`config.mk`:
```
export PLATFORM = sky130hd
export DESIGN_NAME = mbd_decoder
export DESIGN_NICKNAME = d
export VERILOG_FILES = /design/src/shared/mbd_pkg.sv /design/src/core/mbd_decoder.sv
export SDC_FILE = /design/constraint.sdc
export NUM_CORES = 1
export LEC_CHECK = 0
export ABC_AREA = 1
export BUFFER_PORTS_ARGS = -buffer_cell sky130_fd_sc_hd__buf_4
export CAP_MARGIN = 20
export CORE_MARGIN = 2
export CORE_UTILIZATION = 25
export DETAILED_ROUTE_END_ITERATION = 8
export PLACE_DENSITY_LB_ADDON = 0.05
export SYNTH_ARGS = -nofsm -noshare
export SYNTH_HDL_FRONTEND = slang
export SYNTH_SLANG_ARGS = --single-unit
```
`constraint.sdc`:
```
create_clock -name clock -period 1 [get_ports clock]
set_input_delay 0.2 -clock clock [delete_from_list [all_inputs] [get_ports clock]]
set_output_delay 0.2 -clock clock [all_outputs]
set_load 0.02 [all_outputs]
```
`src/shared/mbd_pkg.sv`:
```
// Constants for the two-bank memory decoder: register map, field positions,
// reset values and address-block codes.
// Assumes a 16-bit processor address bus decoded in 4K blocks.
package mbd_pkg;

	// =========================================================================
	// Register map (word index on the plain register port).
	localparam logic [3:0] STRAP_OFS  = 4'h0;
	localparam logic [3:0] ROMEN_OFS  = 4'h1;
	localparam logic [3:0] STATUS_OFS = 4'h2;

	// =========================================================================
	// Field positions.
	localparam int ROM_BLOCKS     = 5;
	localparam int RAM_STRAP_BIT  = 5;
	localparam int ROM_LO_EN_BIT  = 0;
	localparam int ROM_HI_EN_BIT  = 1;
	localparam int ST_BANK1_BIT   = 0;
	localparam int ST_ROM_BIT     = 1;
	localparam int ST_RAM_BIT     = 2;

	// =========================================================================
	// Reset values: ROM blocks dedicated, RAM strap fitted, both fixed ROMs on.
	localparam logic [4:0] ROM_SHARE_RST = 5'h00;
	localparam logic       RAM_STRAP_RST = 1'b1;
	localparam logic [1:0] ROMEN_RST     = 2'h3;

	// =========================================================================
	// Address block codes (upper nibble of the address).
	localparam logic [3:0] BLK_RAM_LOW  = 4'h0;
	localparam logic [3:0] BLK_RAM_TOP  = 4'hb;
	localparam logic [3:0] BLK_ROM_LO0  = 4'h8;
	localparam logic [3:0] BLK_ROM_LO1  = 4'h9;
	localparam logic [3:0] BLK_ROM_SH0  = 4'ha;
	localparam logic [3:0] BLK_ROM_HI   = 4'hf;

endpackage : mbd_pkg

```
`src/core/mbd_decoder.sv`:
```
// Two-bank memory chip-select decoder with strap registers.
// Assumes a synchronous register master and an address bus stable while decoded.
`timescale 1ns/1ps

// Function
// - A000-EFFF ROM in five 4K blocks, each strap: dedicated bank 0 or common.
// - ROM at 8000-9FFF and F000-FFFF, when enabled, answers in both banks.
// - RAM 0000-0FFF is enabled in both banks always.
// - RAM 1000-BFFF is bank 0 only with strap fitted, both banks otherwise.
// - The RAM strap comes out of reset fitted.
module mbd_decoder #(
	parameter logic BANK_ACTIVE_LOW = 1'b1
) (
	// Clock and reset.
	input  wire logic        clock,
	input  wire logic        sys_rst,
	// Register port.
	input  wire logic [3:0]  reg_addr,
	input  wire logic [7:0]  reg_wdata,
	input  wire logic        reg_wr,
	input  wire logic        reg_rd,
	output logic      [7:0]  reg_rdata,
	// Processor side.
	input  wire logic [15:0] cpu_addr,
	input  wire logic        bank_address_line,
	// Chip selects.
	output logic             rom_sel,
	output logic             ram_sel,
	output logic             bank1_active
);

	// =========================================================================
	// Strap and enable registers.
	logic [4:0] rom_block_share_straps_ff;
	logic       ram_upper_share_strap_ff;
	logic [1:0] rom_en_ff;

	// Software writes stand in for the board straps; reset gives factory setup.
	always_ff @(posedge clock) begin
		if (sys_rst) begin
			rom_block_share_straps_ff <= mbd_pkg::ROM_SHARE_RST;
			ram_upper_share_strap_ff  <= mbd_pkg::RAM_STRAP_RST;
			rom_en_ff                 <= mbd_pkg::ROMEN_RST;
		end else if (reg_wr) begin
			if (reg_addr == mbd_pkg::STRAP_OFS) begin
				rom_block_share_straps_ff <= reg_wdata[mbd_pkg::ROM_BLOCKS-1:0];
				ram_upper_share_strap_ff  <= reg_wdata[mbd_pkg::RAM_STRAP_BIT];
			end
			if (reg_addr == mbd_pkg::ROMEN_OFS) begin
				rom_en_ff <= reg_wdata[1:0];
			end
		end
	end

	// =========================================================================
	// Combinational decode. Outputs are not registered on purpose: a chip
	// select must follow the address in the same cycle, so a flop would cost
	// a whole access.
	logic [3:0] blk;
	logic       bank0;
	logic [mbd_pkg::ROM_BLOCKS-1:0] shared_hit;

	assign blk          = cpu_addr[15:12];
	assign bank1_active = BANK_ACTIVE_LOW ? ~bank_address_line : bank_address_line;
	assign bank0        = ~bank1_active;

	// One enable per switchable 4K ROM block.
	genvar gi;
	generate
		for (gi = 0; gi < mbd_pkg::ROM_BLOCKS; gi++) begin : g_rom_blk
			assign shared_hit[gi] = (blk == mbd_pkg::BLK_ROM_SH0 + 4'(gi)) &&
			                        (bank0 || rom_block_share_straps_ff[gi]);
		end
	endgenerate

	// ROM select: fixed regions ignore bank and straps entirely.
	always_comb begin
		rom_sel = |shared_hit;
		if ((blk == mbd_pkg::BLK_ROM_LO0 || blk == mbd_pkg::BLK_ROM_LO1) &&
		    rom_en_ff[mbd_pkg::ROM_LO_EN_BIT]) begin
			rom_sel = 1'b1;
		end
		if (blk == mbd_pkg::BLK_ROM_HI && rom_en_ff[mbd_pkg::ROM_HI_EN_BIT]) begin
			rom_sel = 1'b1;
		end
	end

	// RAM select: the low block keeps zero page and stack visible in both banks.
	always_comb begin
		ram_sel = 1'b0;
		if (blk == mbd_pkg::BLK_RAM_LOW) begin
			ram_sel = 1'b1;
		end else if (blk <= mbd_pkg::BLK_RAM_TOP) begin
			ram_sel = bank0 || !ram_upper_share_strap_ff;
		end
	end

	// =========================================================================
	// Read port: data stand one cycle after the strobe and only then.
	always_ff @(posedge clock) begin
		if (sys_rst) begin
			reg_rdata <= 8'h00;
		end else if (reg_rd) begin
			unique case (reg_addr)
				mbd_pkg::STRAP_OFS:  reg_rdata <= {2'h0, ram_upper_share_strap_ff, rom_block_share_straps_ff};
				mbd_pkg::ROMEN_OFS:  reg_rdata <= {6'h00, rom_en_ff};
				mbd_pkg::STATUS_OFS: reg_rdata <= {5'h00, ram_sel, rom_sel, bank1_active};
				default:             reg_rdata <= 8'h00;
			endcase
		end else begin
			reg_rdata <= 8'h00;
		end
	end

	// =========================================================================
	// Checks on the decode.
	a_rom_dedicated_blk: assert property (@(posedge clock) disable iff (sys_rst)
		(blk >= 4'ha && blk <= 4'he && bank1_active &&
		 !rom_block_share_straps_ff[3'(blk - 4'ha)]) |-> !rom_sel)
		else $error("Dedicated ROM block selected in bank 1.");

	a_rom_common_blk: assert property (@(posedge clock) disable iff (sys_rst)
		(blk >= 4'ha && blk <= 4'he && rom_block_share_straps_ff[3'(blk - 4'ha)]) |-> rom_sel)
		else $error("Common ROM block not selected.");

	a_rom_fixed_both: assert property (@(posedge clock) disable iff (sys_rst)
		(blk == 4'hf && rom_en_ff[1]) || ((blk == 4'h8 || blk == 4'h9) && rom_en_ff[0]) |-> rom_sel)
		else $error("Fixed ROM region not selected.");

	a_ram_low_always: assert property (@(posedge clock) disable iff (sys_rst)
		(cpu_addr < 16'h1000) |-> ram_sel && !rom_sel)
		else $error("Low RAM block not selected.");

	a_ram_upper_ded: assert property (@(posedge clock) disable iff (sys_rst)
		(blk >= 4'h1 && blk <= 4'hb) |-> (ram_sel == (!bank1_active || !ram_upper_share_strap_ff)))
		else $error("Upper RAM select wrong for bank and strap.");

	a_strap_reset_val: assert property (@(posedge clock)
		$past(sys_rst) |-> ram_upper_share_strap_ff && rom_block_share_straps_ff == 5'h00)
		else $error("Strap reset value wrong.");

	a_bank_polarity: assert property (@(posedge clock) disable iff (sys_rst)
		bank1_active == (bank_address_line ^ BANK_ACTIVE_LOW))
		else $error("Bank line polarity wrong.");

	a_bank_follows: assert property (@(posedge clock) disable iff (sys_rst)
		$changed(bank_address_line) && blk == 4'h5 && $stable(blk) && ram_upper_share_strap_ff &&
		$stable(ram_upper_share_strap_ff) |-> $changed(ram_sel))
		else $error("RAM select did not follow bank line.");

	a_read_one_cycle: assert property (@(posedge clock) disable iff (sys_rst)
		!reg_rd |=> reg_rdata == 8'h00)
		else $error("Read data held beyond one cycle.");

	c_bank1_ram: cover property (@(posedge clock) disable iff (sys_rst) bank1_active && blk == 4'h3 && ram_sel);
	c_bank1_rom_sh: cover property (@(posedge clock) disable iff (sys_rst) bank1_active && blk == 4'hc && rom_sel);
	c_bank_switch: cover property (@(posedge clock) disable iff (sys_rst) bank0 ##1 bank1_active ##1 bank0);
	c_strap_write: cover property (@(posedge clock) disable iff (sys_rst) reg_wr && reg_addr == 4'h0);

endmodule : mbd_decoder

```
=== Word-level counts from Yosys, hierarchy flattened ===
Cells that the tools add are included.

* Bitwise logic cells: 2
* Order comparisons: 1
* Reductions and logical operators: 21
* Muxes and demuxes: 5
* Equality and inequality tests: 10

{| class="wikitable"
|+ Operators by type and width
! cell !! count
|-
| $eq A4 B4 Y1 const B || 8
|-
| $pmux W6 S3 || 1
|-
| $logic_not A4 Y1 || 2
|-
| $logic_and A1 B1 Y1 || 7
|-
| $logic_or A1 B1 Y1 || 7
|-
| $reduce_or A5 Y1 || 1
|-
| $eq A4 B1 Y1 const B || 1
|-
| $eq A4 B2 Y1 const B || 1
|-
| $le A4 B4 Y1 const B || 1
|-
| $mux W1 || 4
|-
| $reduce_and A2 Y1 || 2
|-
| $not A1 Y1 || 2
|-
| $reduce_or A2 Y1 || 1
|-
| $logic_not A1 Y1 || 1
|}

* Word-level logic and storage cells: 43
* Input bits: 33
* Flip-flop bits (word level): 16
* Output and inout port bits: 11

=== Depth between registers and ports, before layout ===
* Depth in word-level cells: 6
* Depth in mapped cells: 9
* Mapped depth without buffers: 9

=== Worst setup path before layout ===
OpenSTA, ideal clock, no wires.

* Kind: input to register
* Start: in cpu_addr[13]
* End: reg reg_rdata[2]
* Path buffers: 0
* Setup time: 0.068 ns
* Setup slack: -0.232 ns
* Required time: 0.932 ns
* Stages: 5
* Data arrival time: 1.164 ns
* Cells stage by stage: inv_1 -> nand2_1 -> o31ai_1 -> a22oi_1 -> nor2_1

* Longest elaborated chain between the ends: 4
* Elaborated cells on any way between the ends: 5
* Classes of those cells: 1 x order compare; 3 x mux; 1 x reduce/logical

{| class="wikitable"
|+ Ends and longest elaborated chain
! item !! line !! source
|-
| from (decl) || mbd_decoder.sv:24 || <nowiki>input wire logic [15:0] cpu_addr,</nowiki>
|-
| $le A4 B4 Y1 || mbd_decoder.sv:93 || <nowiki>end else if (blk <= mbd_pkg::BLK_RAM_TOP) begin</nowiki>
|-
| $mux W1 || mbd_decoder.sv:93 ||
|-
| $mux W1 (*) || mbd_decoder.sv:91 || <nowiki>if (blk == mbd_pkg::BLK_RAM_LOW) begin</nowiki>
|-
| named net ram_sel || mbd_decoder.sv:28 || <nowiki>output logic ram_sel,</nowiki>
|-
| $pmux W6 S3 (*) || mbd_decoder.sv:104 || <nowiki>unique case (reg_addr)</nowiki>
|-
| to (signal assigned) || mbd_decoder.sv:105 || <nowiki>mbd_pkg::STRAP_OFS: reg_rdata <= {2'h0, ram_upper_share_strap_ff, rom_block_share_straps_ff};</nowiki>
|-
| to (signal assigned) || mbd_decoder.sv:106 || <nowiki>mbd_pkg::ROMEN_OFS: reg_rdata <= {6'h00, rom_en_ff};</nowiki>
|-
| to (signal assigned) || mbd_decoder.sv:107 || <nowiki>mbd_pkg::STATUS_OFS: reg_rdata <= {5'h00, ram_sel, rom_sel, bank1_active};</nowiki>
|-
| to (decl) || mbd_decoder.sv:22 || <nowiki>output logic [7:0] reg_rdata,</nowiki>
|}

Mark *: on every way through the listed nets, which the timed path passes. The rest lies on a longest branch.
A chain may end at the register's enable or synchronous reset.

=== Worst setup path after layout ===
* Start: reg rom_block_share_straps_ff[3]
* End: out rom_sel

* Longest elaborated chain between the ends: 5

{| class="wikitable"
|+ Ends and longest elaborated chain
! item !! line !! source
|-
| from (decl) || mbd_decoder.sv:34 || <nowiki>logic [4:0] rom_block_share_straps_ff;</nowiki>
|-
| from (signal assigned) || mbd_decoder.sv:41 || <nowiki>rom_block_share_straps_ff <= mbd_pkg::ROM_SHARE_RST;</nowiki>
|-
| from (signal assigned) || mbd_decoder.sv:46 || <nowiki>rom_block_share_straps_ff <= reg_wdata[mbd_pkg::ROM_BLOCKS-1:0];</nowiki>
|-
| $logic_or A1 B1 Y1 || mbd_decoder.sv:72 || <nowiki>(bank0 || rom_block_share_straps_ff[gi]);</nowiki>
|-
| $logic_and A1 B1 Y1 || mbd_decoder.sv:71 || <nowiki>assign shared_hit[gi] = (blk == mbd_pkg::BLK_ROM_SH0 + 4'(gi)) &&</nowiki>
|-
| $reduce_or A5 Y1 || mbd_decoder.sv:78 || <nowiki>rom_sel = |shared_hit;</nowiki>
|-
| $mux W1 || mbd_decoder.sv:79 || <nowiki>if ((blk == mbd_pkg::BLK_ROM_LO0 || blk == mbd_pkg::BLK_ROM_LO1) &&</nowiki>
|-
| $mux W1 || mbd_decoder.sv:83 || <nowiki>if (blk == mbd_pkg::BLK_ROM_HI && rom_en_ff[mbd_pkg::ROM_HI_EN_BIT]) begin</nowiki>
|-
| to (decl) || mbd_decoder.sv:27 || <nowiki>output logic rom_sel,</nowiki>
|}

No other way between the ends.

==> impl_metrics.ini <==
[final_layout]
drive_above_1_share_pct = 44.22
fillers = 319
nets = 181
seqCellArea_sq_um = 285.3
fin_util_pct = 40.56
final_cell_count_no_fill = 178
antennaDiodeCount = 0
synthToLayoutAreaGrowth_pct = 54.94
multiInputGateArea_sq_um = 366.6

[detailed_routing]
dr.first_iter.drc_count = 7
routed_wl_mm = 1.856
antenna_left = 0
drc = 0
avgViaCountPerCell = 4.208
vias = 749
wl_per_cell_um = 10.43
dr.pass1.iters = 4

[yosys]
async_reset_ff_share_pct = 0
synthFlopType = dfxtp_1
yosysMostFrequentCell = nand2_1
syn_inst = 103
synth_cell_type_count = 23
synthTopCellsByArea = dfxtp_1 39%, nand2_1 11%, inv_1 9.4%
seq_area_frac_synth_pct = 38.82
yosys_warnings = 0
synth_area_per_cell_sq_um = 7.009
netlist.area_leader.share_pct = 38.82
yosysTopAreaCell = dfxtp_1
synth-edff-count = 0
synth-seq-cells = 14
synth_commonest_cells = 21 x nand2_1, 18 x inv_1, 14 x dfxtp_1, 14 x nor2_1, 5 x a21oi_1
syn-cell-area_sq_um = 721.9

[worst_hold_path]
hold_class = primary input to flop
hold_path_depth = 3

[floorplanning]
die_w_um = 57.74
io_pins = 44
rows = 19
initial_core_util_pct = 26.18
die-area_sq_um = 3333
core_sq_um = 2758
die_h_um = 57.74

[critical_path]
cp.required_ns = 0.80
endpoint_kind = output pin
crit_type = flop to output pin
cp_cell_sequence = nor2_1 > nor2_1 > nor2_1 > nand2_1 > nand2_1 > nand2_2 > buf_6
cp_top_family = simple AND/OR/NAND/NOR gates
cp.arrival_ns = 1.13
start_kind = flop
path_max_fanout = 2
cp_num_buf_inv = 1
crit_path_top_delay_cell = dfxtp_2
max_stage_delay_ns = 0.33
reg2reg_depth = 9
path_depth = 7
crit_path_frequent_cell = nor2_1

[timing]
clock.fmax_ghz = 0.7536
clock_skew_ns = 0.001998
whs_ns = 0.1178
min_period_ns = 1.327
rsz0062_at_grt = true
maxSlewViolCount = 0
fin_crit_sh_pct = 132.7
setup_viol = 4
hold_viol = 0
worst_slack_ns = -0.3269

[outcome]
outcome = finished with violations
violations = setup timing

[grt]
grt_start_max_net_pins = 10
overflow = 0
grt_pass1_vias = 696
antenna_found_initial = 0
grt_first_pass_wirelength_mm = 3.070
grt_usage_pct = 12.29

[cts]
clkTransAtPathRegs_ns = 0.08
htreeDepth = 1
clock_latency_ns = 0.28
cts_buffers = 3
clock_path_buffers = 2
cts_root_buf = clkbuf_4
clock-sinks = 14
cts_tree = yes

[power_and_ir_drop]
vdd_drop_max_mv = 0.7199
leakagePower_nw = 0.5822
p_per_area_nw_per_um2 = 1094

[placed_design]
place_inst = 173
dp_hpwl_mm = 1.577
gp_congestion = 0.6980
port_buffers = 27

[flow_run]
drv_cap = 0
worst paths after layout:
path | slack [ns] | to | start
hold / removal | 0.12 | ram_upper_share_strap_ff$_SDFFE_PP1P_ | sys_rst
hold reg to reg | 0.48 | reg_rdata[4]$_SDFF_PP0_ | rom_block_share_straps_ff[4]$_SDFFE_PP0P_
setup reg to reg | -0.05 | reg_rdata[1]$_SDFF_PP0_ | rom_block_share_straps_ff[3]$_SDFFE_PP0P_
setup / recovery | -0.33 | rom_sel | rom_block_share_straps_ff[3]$_SDFFE_PP0P_
tightest hold or removal path: stages:
cell	delay (ns)
buf_4	0.08
a21oi_1	0.03
o21ai_0	0.05
what timing repair did:
action                                 in CTS  in global routing
cloned                                      0                  0
buffers inserted                            0                  1
endpoints found under the hold margin       0                  0
pin swaps                                   4                  1
hold buffers                                0                  0
setup endpoints to repair                   3                  4
gates resized for setup                     5                  3
layout make-up:
cell class,instances,share of cell area [%]
multi-input combinational,69,32.77
inverter,19,7.159
sequential,14,25.50
timing repair buffer,41,27.85
tap,31,3.468
clock buffer,4,3.244
per-stage QoR:
| stage | worst slack, ns | cell area (sq um) | power (W) | setup TNS (ns) |
|---|---|---|---|---|
| after CTS | -0.3599 | 1105 | 0.001238 | -0.7292 |
| after floorplan | -0.02395 | 737.0 | 0.0006977 | -0.1037 |
| after global routing | -0.4672 | 1119 | 0.001318 | -1.084 |
| final | -0.3269 | 1119 | 0.001224 | -0.6892 |
| after detailed placement | -0.2058 | 1061 | 0.0008248 | -2.535 |
| after global placement | -0.1928 | 1061 | 0.0008243 | -2.366 |
per-layer routing:
metal	global-route usage [%]	wire (um)	vias to the layer above
met4	3.987	25	0
met1	16.19	866	321
met2	18.99	863	15
met3	4.018	101	4
li1	-	-	409
met5	0	0	-
cell families (layout without fill, tap and decap cells):
group           count (synthesis)  after routing  share of synthesized area [%]
compound gates                 19             19                          16.81
buf+inv                        21             64                          12.65
flops                          14             14                          38.82
other cells                     1              2                         0.5194
simple gates                   48             48                          31.20
cell usage in the layout (no fill, tap or decap):
cell and n:
clkinvlp_4 1, a22oi_1 1, clkbuf_4 3, nand2_4 2, o211ai_1 1, o21ai_0 2
nand2_1 19, conb_1 2, o21ai_2 2, nand3_1 4, clkbuf_8 1, nor3_1 3
o31ai_2 1, o211ai_2 1, buf_4 40, dfxtp_1 10, nand2_2 2, a21oi_1 5
nor3_2 1, buf_6 1, a21oi_2 1, nor2_2 2, nor2_4 1, o21ai_1 5
nor2_1 13, inv_1 17, dfxtp_2 4, clkinv_4 1, or2_4 1
flip-flops by register name (all words and copies together) (netlist names):
register and cells:
rom_block_share_straps_ff 5, reg_rdata 6, ram_upper_share_strap_ff 1, rom_en_ff 2
power by group:
group	leakage [nW]	internal, W	switching, W	total (W)
clock	0.0210	0.000222	0.000182	0.000403
sequential	0.114	0.000567	0.00000403	0.000571
combinational	0.447	0.000124	0.000126	0.000250
total	0.582	0.000912	0.000311	0.00122
No activity file was read; power rests on OpenSTA's default activity.
